**src/pin_mux_pkg.sv**
```systemverilog
// shared constants for the port function multiplexer
package pin_mux_pkg;
  localparam int          DATA_W           = 32;
  localparam int          ADDR_W           = 8;
  localparam int          NUM_LINES        = 8;
  localparam int          CODE_W           = 2;
  localparam int          SEL_W            = 16;
  // register byte addresses
  localparam logic [7:0]  FUNC_SEL_ADDR    = 8'h00;
  localparam logic [7:0]  DRIVE_EN_ADDR    = 8'h04;
  localparam logic [7:0]  OUT_DATA_ADDR    = 8'h14;
  localparam logic [7:0]  IN_DATA_ADDR     = 8'h10;
  localparam logic [7:0]  PIN_LEVEL_ADDR   = 8'h40;
  // reset values
  localparam logic [15:0] FUNC_SEL_RST     = 16'h0000;
  localparam logic [7:0]  DRIVE_EN_RST     = 8'h00;
  localparam logic [7:0]  OUT_DATA_RST     = 8'h00;
  // function codes
  localparam logic [1:0]  CODE_00          = 2'h0;
  localparam logic [1:0]  CODE_01          = 2'h1;
  localparam logic [1:0]  CODE_10          = 2'h2;
  localparam logic [1:0]  CODE_11          = 2'h3;
  // axi responses
  localparam logic [1:0]  RESP_OKAY        = 2'h0;
  localparam logic [1:0]  RESP_SLVERR      = 2'h2;
  localparam int          NUM_TRIG         = 4;
  localparam int          NUM_IRQ          = 2;
endpackage : pin_mux_pkg

```
**src/gpio_port_function_mux.sv**
```systemverilog
// eight-line port function multiplexer with axi4-lite register slave
// How it works
// - select register at zero, resets zero
// - line 7: gpio, trig3, sync7, irq1
// - line 6: gpio, trig2, sync6, irq0
// - line 5: gpio, trig1, sync5, ext clock
// - line 4: gpio, trig0, sync4, irq1
// - line 3: gpio, trig3, sync3, irq0
// - line 2: por out, trig2, sync2
// - line 2 code 11: external clock in
// - irq line high while pending, low cleared
//
// Implementation choice: register access over AXI4-Lite.
`timescale 1ns/1ps
`default_nettype none
module gpio_port_function_mux
  import pin_mux_pkg::*;
#(
  parameter int LINES = NUM_LINES
) (
  // clock and reset
  input  wire logic                core_clk,
  input  wire logic                arst_n,
  // axi4-lite write address
  input  wire logic                s_axi_awvalid,
  output logic                     s_axi_awready,
  input  wire logic [ADDR_W-1:0]   s_axi_awaddr,
  input  wire logic [2:0]          s_axi_awprot,
  // axi4-lite write data
  input  wire logic                s_axi_wvalid,
  output logic                     s_axi_wready,
  input  wire logic [DATA_W-1:0]   s_axi_wdata,
  input  wire logic [3:0]          s_axi_wstrb,
  // axi4-lite write response
  output logic                     s_axi_bvalid,
  input  wire logic                s_axi_bready,
  output logic [1:0]               s_axi_bresp,
  // axi4-lite read address
  input  wire logic                s_axi_arvalid,
  output logic                     s_axi_arready,
  input  wire logic [ADDR_W-1:0]   s_axi_araddr,
  input  wire logic [2:0]          s_axi_arprot,
  // axi4-lite read data
  output logic                     s_axi_rvalid,
  input  wire logic                s_axi_rready,
  output logic [DATA_W-1:0]        s_axi_rdata,
  output logic [1:0]               s_axi_rresp,
  // internal sources
  input  wire logic [LINES-1:0]    ext_sync_level,
  input  wire logic [NUM_IRQ-1:0]  irq_pending,
  input  wire logic                por_flag,
  // pins
  input  wire logic [LINES-1:0]    pin_in,
  output logic      [LINES-1:0]    pin_out,
  output logic      [LINES-1:0]    pin_oe,
  // to sequencer and clock logic
  output logic [NUM_TRIG-1:0]      seq_trigger,
  output logic                     external_clock_in,
  output logic [LINES-1:0]         gpio_in_level
);
  logic               awready_r, awready_nxt;
  logic               wready_r, wready_nxt;
  logic               arready_r, arready_nxt;

  logic [SEL_W-1:0]   port_function_select_r, port_function_select_nxt;
  logic [LINES-1:0]   port_output_drive_enable_r, port_output_drive_enable_nxt;
  logic [LINES-1:0]   out_data_r, out_data_nxt;
  logic [LINES-1:0]   pin_sync;
  logic [LINES-1:0]   pin_out_r, pin_out_nxt;
  logic [LINES-1:0]   pin_oe_r, pin_oe_nxt;
  logic [NUM_TRIG-1:0] trig_r, trig_nxt;
  logic               external_clock_in_r, external_clock_in_nxt;
  logic [LINES-1:0]   gin_r, gin_nxt;
  logic               aw_held_r, aw_held_nxt;
  logic               w_held_r, w_held_nxt;
  logic [ADDR_W-1:0]  awaddr_r, awaddr_nxt;
  logic [DATA_W-1:0]  wdata_r, wdata_nxt;
  logic [3:0]         wstrb_r, wstrb_nxt;
  logic               bvalid_r, bvalid_nxt;
  logic [1:0]         bresp_r, bresp_nxt;
  logic               rvalid_r, rvalid_nxt;
  logic [DATA_W-1:0]  rdata_r, rdata_nxt;
  logic [1:0]         rresp_r, rresp_nxt;
  logic               do_write;
  logic               do_read;

  // per-line function code
  function automatic logic [1:0] line_code(input logic [SEL_W-1:0] sel, input int idx);
    line_code = sel[idx*CODE_W +: CODE_W];
  endfunction : line_code

  function automatic logic addr_known(input logic [ADDR_W-1:0] a);
    addr_known = (a == FUNC_SEL_ADDR) || (a == DRIVE_EN_ADDR) || (a == OUT_DATA_ADDR)
              || (a == IN_DATA_ADDR) || (a == PIN_LEVEL_ADDR);
  endfunction : addr_known

  // lines 2 and 5 can take the external clock; both feed one input
  function automatic logic clock_line(input int idx);
    clock_line = (idx == 2) || (idx == 5);
  endfunction : clock_line

  // lines 3 and 6 carry irq0, lines 4 and 7 carry irq1
  function automatic logic irq_of_line(input int idx);
    irq_of_line = (idx == 4) || (idx == 7);
  endfunction : irq_of_line

  // merge byte lanes into a stored word
  function automatic logic [DATA_W-1:0] merge(input logic [DATA_W-1:0] old,
                                             input logic [DATA_W-1:0] wd,
                                             input logic [3:0]        st);
    merge = old;
    for (int b = 0; b < 4; b++) begin
      if (st[b]) begin
        merge[b*8 +: 8] = wd[b*8 +: 8];
      end
    end
  endfunction : merge

  // pins cross into core_clk before any decode
  level_sync #(.W(LINES)) u_pin_sync (
    .core_clk (core_clk),
    .arst_n   (arst_n),
    .async_in (pin_in),
    .sync_out (pin_sync)
  );

  // axi write side: address and data accepted in either order
  always_comb begin
    aw_held_nxt = aw_held_r;
    w_held_nxt  = w_held_r;
    awaddr_nxt  = awaddr_r;
    wdata_nxt   = wdata_r;
    wstrb_nxt   = wstrb_r;
    bvalid_nxt  = bvalid_r;
    bresp_nxt   = bresp_r;
    port_function_select_nxt     = port_function_select_r;
    port_output_drive_enable_nxt = port_output_drive_enable_r;
    out_data_nxt                 = out_data_r;
    if (s_axi_awvalid && !aw_held_r && !bvalid_r) begin
      aw_held_nxt = 1'b1;
      awaddr_nxt  = s_axi_awaddr;
    end
    if (s_axi_wvalid && !w_held_r && !bvalid_r) begin
      w_held_nxt = 1'b1;
      wdata_nxt  = s_axi_wdata;
      wstrb_nxt  = s_axi_wstrb;
    end
    if (do_write) begin
      aw_held_nxt = 1'b0;
      w_held_nxt  = 1'b0;
      bvalid_nxt  = 1'b1;
      bresp_nxt   = addr_known(awaddr_r) ? RESP_OKAY : RESP_SLVERR;
      unique case (awaddr_r)
        FUNC_SEL_ADDR: port_function_select_nxt = SEL_W'(merge(
          {{(DATA_W-SEL_W){1'b0}}, port_function_select_r}, wdata_r, wstrb_r));
        DRIVE_EN_ADDR: port_output_drive_enable_nxt = LINES'(merge(
          {{(DATA_W-LINES){1'b0}}, port_output_drive_enable_r}, wdata_r, wstrb_r));
        OUT_DATA_ADDR: out_data_nxt = LINES'(merge(
          {{(DATA_W-LINES){1'b0}}, out_data_r}, wdata_r, wstrb_r));
        default: ;
      endcase
    end
    if (bvalid_r && s_axi_bready) begin
      bvalid_nxt = 1'b0;
    end
    // ready leaves a flop, so it follows the next held state
    awready_nxt = !aw_held_nxt && !bvalid_nxt;
    wready_nxt  = !w_held_nxt && !bvalid_nxt;
  end

  assign do_write = aw_held_r && w_held_r && !bvalid_r;

  // axi read side: one cycle to data
  assign do_read = s_axi_arvalid && !rvalid_r;

  always_comb begin
    rvalid_nxt = rvalid_r;
    rdata_nxt  = rdata_r;
    rresp_nxt  = rresp_r;
    if (do_read) begin
      rvalid_nxt = 1'b1;
      rresp_nxt  = addr_known(s_axi_araddr) ? RESP_OKAY : RESP_SLVERR;
      unique case (s_axi_araddr)
        FUNC_SEL_ADDR:  rdata_nxt = DATA_W'(port_function_select_r);
        DRIVE_EN_ADDR:  rdata_nxt = DATA_W'(port_output_drive_enable_r);
        OUT_DATA_ADDR:  rdata_nxt = DATA_W'(out_data_r);
        IN_DATA_ADDR:   rdata_nxt = DATA_W'(gin_r);
        PIN_LEVEL_ADDR: rdata_nxt = DATA_W'(pin_sync);
        default:        rdata_nxt = '0;
      endcase
    end else if (rvalid_r && s_axi_rready) begin
      rvalid_nxt = 1'b0;
    end
    arready_nxt = !rvalid_nxt;
  end

  // function multiplex
  always_comb begin
    pin_out_nxt = out_data_r;
    pin_oe_nxt  = port_output_drive_enable_r;
    trig_nxt    = '0;
    external_clock_in_nxt  = 1'b0;
    gin_nxt     = '0;
    for (int i = 2; i < LINES; i++) begin
      unique case (line_code(port_function_select_r, i))
        CODE_00: begin
          if (i == 2) begin
            pin_out_nxt[i] = por_flag;
            pin_oe_nxt[i]  = 1'b1;
          end else begin
            gin_nxt[i] = pin_sync[i];
          end
        end
        CODE_01: begin
          // trigger index repeats every four lines
          trig_nxt[i % NUM_TRIG] = trig_nxt[i % NUM_TRIG] | pin_sync[i];
          pin_oe_nxt[i] = 1'b0;
        end
        CODE_10: begin
          // driver must already be enabled by software
          pin_out_nxt[i] = ext_sync_level[i];
        end
        CODE_11: begin
          if (clock_line(i)) begin
            external_clock_in_nxt    = external_clock_in_nxt | pin_sync[i];
            pin_oe_nxt[i] = 1'b0;
          end else begin
            pin_out_nxt[i] = irq_pending[irq_of_line(i)];
            pin_oe_nxt[i]  = 1'b1;
          end
        end
      endcase
    end
    // lines 1 and 0 are left as plain gpio
    for (int i = 0; i < 2; i++) begin
      gin_nxt[i] = pin_sync[i];
    end
  end

  always_ff @(posedge core_clk or negedge arst_n) begin
    if (!arst_n) begin
      port_function_select_r     <= FUNC_SEL_RST;
      port_output_drive_enable_r <= DRIVE_EN_RST;
      out_data_r                 <= OUT_DATA_RST;
      aw_held_r <= 1'b0;
      w_held_r  <= 1'b0;
      awaddr_r  <= '0;
      wdata_r   <= '0;
      wstrb_r   <= '0;
      bvalid_r  <= 1'b0;
      bresp_r   <= RESP_OKAY;
      rvalid_r  <= 1'b0;
      rdata_r   <= '0;
      rresp_r   <= RESP_OKAY;
      pin_out_r <= '0;
      pin_oe_r  <= '0;
      trig_r    <= '0;
      external_clock_in_r  <= 1'b0;
      gin_r     <= '0;
      awready_r <= 1'b1;
      wready_r  <= 1'b1;
      arready_r <= 1'b1;
    end else begin
      port_function_select_r     <= port_function_select_nxt;
      port_output_drive_enable_r <= port_output_drive_enable_nxt;
      out_data_r                 <= out_data_nxt;
      aw_held_r <= aw_held_nxt;
      w_held_r  <= w_held_nxt;
      awaddr_r  <= awaddr_nxt;
      wdata_r   <= wdata_nxt;
      wstrb_r   <= wstrb_nxt;
      bvalid_r  <= bvalid_nxt;
      bresp_r   <= bresp_nxt;
      rvalid_r  <= rvalid_nxt;
      rdata_r   <= rdata_nxt;
      rresp_r   <= rresp_nxt;
      pin_out_r <= pin_out_nxt;
      pin_oe_r  <= pin_oe_nxt;
      trig_r    <= trig_nxt;
      external_clock_in_r  <= external_clock_in_nxt;
      gin_r     <= gin_nxt;
      awready_r <= awready_nxt;
      wready_r  <= wready_nxt;
      arready_r <= arready_nxt;
    end
  end

  assign s_axi_awready     = awready_r;
  assign s_axi_wready      = wready_r;
  assign s_axi_bvalid      = bvalid_r;
  assign s_axi_bresp       = bresp_r;
  assign s_axi_arready     = arready_r;
  assign s_axi_rvalid      = rvalid_r;
  assign s_axi_rdata       = rdata_r;
  assign s_axi_rresp       = rresp_r;
  assign pin_out           = pin_out_r;
  assign pin_oe            = pin_oe_r;
  assign seq_trigger       = trig_r;
  assign external_clock_in = external_clock_in_r;
  assign gpio_in_level     = gin_r;
endmodule : gpio_port_function_mux
`default_nettype wire

```
**src/level_sync.sv**
```systemverilog
// two-flop synchroniser for a vector of pin levels
`timescale 1ns/1ps
`default_nettype none
module level_sync #(
  parameter int W = 8
) (
  // clock and reset
  input  wire logic         core_clk,
  input  wire logic         arst_n,
  // levels
  input  wire logic [W-1:0] async_in,
  output logic      [W-1:0] sync_out
);
  logic [W-1:0] meta_r;
  logic [W-1:0] meta_nxt;
  logic [W-1:0] sync_r;
  logic [W-1:0] sync_nxt;

  always_comb begin
    meta_nxt = async_in;
    sync_nxt = meta_r;
  end

  // first stage feeds only the second stage
  always_ff @(posedge core_clk or negedge arst_n) begin
    if (!arst_n) begin
      meta_r <= '0;
      sync_r <= '0;
    end else begin
      meta_r <= meta_nxt;
      sync_r <= sync_nxt;
    end
  end

  assign sync_out = sync_r;
endmodule : level_sync
`default_nettype wire

```
**config.mk**
```make
export PLATFORM = sky130hd
export DESIGN_NAME = gpio_port_function_mux
export DESIGN_NICKNAME = d
export VERILOG_FILES = /design/src/pin_mux_pkg.sv /design/src/gpio_port_function_mux.sv /design/src/level_sync.sv
export SDC_FILE = /design/constraint.sdc
export NUM_CORES = 1
export LEC_CHECK = 0
export BUFFER_PORTS_ARGS = -buffer_cell sky130_fd_sc_hd__buf_2
export CELL_PAD_IN_SITES_DETAIL_PLACEMENT = 1
export CELL_PAD_IN_SITES_GLOBAL_PLACEMENT = 1
export CORE_ASPECT_RATIO = 0.7
export CORE_MARGIN = 5
export CORE_UTILIZATION = 25
export CTS_CLUSTER_SIZE = 14
export DETAILED_ROUTE_END_ITERATION = 7
export PLACE_DENSITY = 0.66
export SLEW_MARGIN = 15
export SYNTH_ARGS = -nofsm -noshare
export SYNTH_HDL_FRONTEND = slang
export SYNTH_SLANG_ARGS = --single-unit
```
**constraint.sdc**
```tcl
create_clock -name core_clk -period 1.9 [get_ports core_clk]
set_clock_uncertainty 0.1 [all_clocks]
set_input_delay 0.285 -clock core_clk [delete_from_list [all_inputs] [get_ports core_clk]]
set_output_delay 0.285 -clock core_clk [all_outputs]
set_load 0.01 [all_outputs]
```
==> impl_metrics.yaml <==
run_status:
  outcome: "finished with violations"
  violations: "setup timing"
yosys:
  netlist_area_sq_mm: 0.00510
  yosysWarnings: 0
  seq_area_frac_synth_pct: 62.4
  synthCells: 357
  yosysUniqueCellTypes: 40
  async_flop_share_pct: 100
  synth_edf_count: 0
  avgSynthCellArea_sq_um: 14.3
  synth_top_flop_cell: "dfrtp_1"
  synth-seq-cells: 127
hold_path:
  hold_class: "in2reg"
worst_setup_path:
  rrSetupSlack_ns: -0.14
  start_kind: "flip-flop"
  arrival_ns: 2.24
  crit_fanout: 8
  required_ns: 2.10
  cp-end-kind: "flip-flop"
  worstSetupPathType: "reg2reg"
placement:
  dpl.hpwl_microns: 10800
  place_area_sq_mm: 0.00618
  io_buffers: 108
  dp.cells: 751
  gp_congestion: 0.716
sta:
  fin_ws_ns: -0.144
  maxSlewHeadroom_pct: 55.3
  fmax_ghz: 0.489
  hold_violations: 0
  finalSetupViolCount: 32
  drv_slew: 0
  worst_pin_slew_ns: 0.662
  hold_ws_ns: 0.0283
  finalCriticalPeriod_ns: 2.04
  grt_setup_unrepaired: "true"
  final_min_period_over_clock_period_pct: 108
floorplan:
  die_area_sq_mm: 0.0234
  initial_core_util_pct: 25.6
  io_pins: 154
  die_h_microns: 129
  fp-row-count: 43
  die_x_microns: 181
  core-area_sq_mm: 0.0199
grt:
  grt_pass1_vias: 4018
  track_usage_pct: 12.9
  grt_start_max_net_pins: 34
  grt_pass1_wl_microns: 23100
  overflow: 0
  antenna_found_initial: 1
power_and_ir_drop:
  swShare_pct: 26.8
  p_int_mw: 6.67
  p_clk_share_pct: 39.9
  seq_power_share_pct: 40.9
  switching_power_mw: 2.44
  leakage_nw: 3.48
  powerDensity_mw_per_mm2: 1240
  power.share.combinational_pct: 19.2
  ir_drop_uv: 664
  p_total_mw: 9.11
layout:
  diodes: 0
  stdcell_area_sq_mm: 0.00733
  num-nets-final: 619
  area_growth_pct: 43.6
  drive_gt1_share_pct: 46.0
  stdcell_count: 818
clock_network:
  tritoncts: "done"
  cts.sinks: 127
  cts-root-buf: "clkbuf_16"
  cts_max_level: 4
  clkTransAtPathRegs_ns: 0.06
  cts.path.max_buffers: 2
  cts_buffers: 17
  clk-insertion-delay-late_ns: 0.42
drt:
  antenna_left: 0
  vias: 3567
  drt_pass1_iterations: 4
  dr.first_iter.drc_count: 121
  via_per_inst: 4.36
  routed_wl_microns: 14800
  routedWlPerCell_microns: 18.0
  remaining_drc_errors: 0
flow_run:
  cap_violations: 0
## area by class of cell
cell class / instances / area (sq um)
multi-input cells: 215 / 1920
flip-flops and latches: 127 / 3180
clock buffers: 19 / 453
well taps: 270 / 338
repair buffers: 171 / 1210
inverters: 3 / 11.3
clock inverters: 13 / 209
fillers: 2134 / 12600
## repair_timing
| action | CTS | global route |
|---|---|---|
| endpoints found under the setup margin | 32 | 32 |
| resized for setup | 27 | 11 |
| hold buffers | 33 | 0 |
| gates cloned | 0 | 0 |
| hold endpoints to repair | 62 | 0 |
| setup buffers | 1 | 2 |
| pin swaps | 5 | 2 |
## cell families after synthesis
group | Yosys count | synth area share (%)
other cells | 1 | 0.0735
simple gates | 71 | 9.62
flops | 127 | 62.4
compound gates | 41 | 5.79
buf+inv | 33 | 3.93
mux | 84 | 18.2
## metrics by stage
step | util [%] | worst slack [ns] | setup TNS [ns]
finish | 36.8 | -0.144 | -3.67
global route | 36.8 | -0.199 | -5.39
CTS | 36.6 | -0.165 | -4.22
detailed placement | 31.0 | -0.191 | -5.13
global placement | 31.0 | -0.167 | -4.60
floorplan | - | -0.140 | -4.38
## flip-flops by register name, summed over array words and instances, names as in the netlist, 4 cells and up
register / cells
u_pin_sync.meta_r: 8
out_data_r: 8
gpio_in_level: 7
pin_oe: 8
s_axi_rdata: 16
u_pin_sync.sync_out: 8
wdata_r: 16
pin_out: 8
port_output_drive_enable_r: 8
seq_trigger: 4
awaddr_r: 8
port_function_select_r: 16
## cell usage after synthesis (all sizes together), types with 2 or more instances
master	instances	area, sq um
or4b	2	20.0
dfstp	3	78.8
or4	3	22.5
nor4b	2	17.5
nor3b	7	57.6
inv	3	11.3
o211ai	7	52.6
nand2b	2	12.5
nand4	7	43.8
a2bb2oi	7	61.3
nand3	2	10.0
o21a	3	22.5
o21ai	6	30.0
nand3b	5	37.5
nor3	4	20.0
mux2i	14	140
and3b	2	17.5
buf	24	166
nand2	14	52.6
nor4	5	91.3
clkbuf	6	22.5
a21oi	7	35.0
nor2b	5	31.3
dfrtp	124	3100
mux2	70	788
a22o	8	70.1
nor2	8	30.0
## cells in the final DEF, fill, tap and decap left out, types with 2 or more instances in the layout
cell / count
buf_4: 19
nor3b_2: 2
clkbuf_8: 2
clkbuf_16: 17
bufinv_16: 5
a2bb2oi_1: 7
dfstp_2: 3
nor4b_1: 2
and3b_1: 2
clkinv_2: 2
nand3b_1: 5
nor3_1: 4
o21ai_0: 6
or4_1: 2
nor4_4: 4
a22o_1: 8
o21a_1: 3
a21oi_1: 7
nor2_1: 8
o211ai_1: 7
mux2_4: 32
nand2_1: 14
mux2i_1: 14
buf_6: 4
nand4_1: 7
dlygate4sd3_1: 33
nor3b_1: 5
conb_1: 19
inv_1: 3
buf_2: 107
buf_12: 8
nand2b_1: 2
mux2_2: 38
nand3_1: 2
inv_6: 2
dfrtp_1: 123
clkinvlp_4: 3
nor2b_1: 5
## per-layer routing
metal | vias up | part of all wire [%] | track usage [%]
li1 | 1623 | - | -
met1 | 1829 | 47 | 16.5
met2 | 95 | 46 | 21.1
met3 | 18 | 5.4 | 3.76
met4 | 2 | 1.3 | 4.67
met5 | - | 0.088 | 0
## power groups by stage
stage	Combinational [mW]	Clock, mW	Sequential (mW)
3_5_place_dp	1.61	0	3.75
3_3_place_gp	1.55	0	3.70
6_report	1.75	3.63	3.73
2_1_floorplan	0.910	0	3.64
4_1_cts	1.75	3.74	3.73
5_1_grt	1.92	3.85	3.81
## final timing paths
kind	end	cells after the start	from
max in group asynchronous	s_axi_wready	3	arst_n
max	port_function_select_r[14]	5	awaddr_r[6]
min in group asynchronous	awaddr_r[2]	2	arst_n
min reg2reg	u_pin_sync.sync_out[5]	0	u_pin_sync.meta_r[5]
min	wdata_r[15]	2	s_axi_wdata[15]
max reg2reg	port_function_select_r[14]	5	awaddr_r[6]
## worst max-delay path, stage by stage (launching register included)
cell and delay (ns):
dfrtp_1 0.42, buf_6 0.13, or4b_4 0.52, nor4_4 0.27
buf_12 0.19, mux2_4 0.30
(Power assumes the default switching activity.)
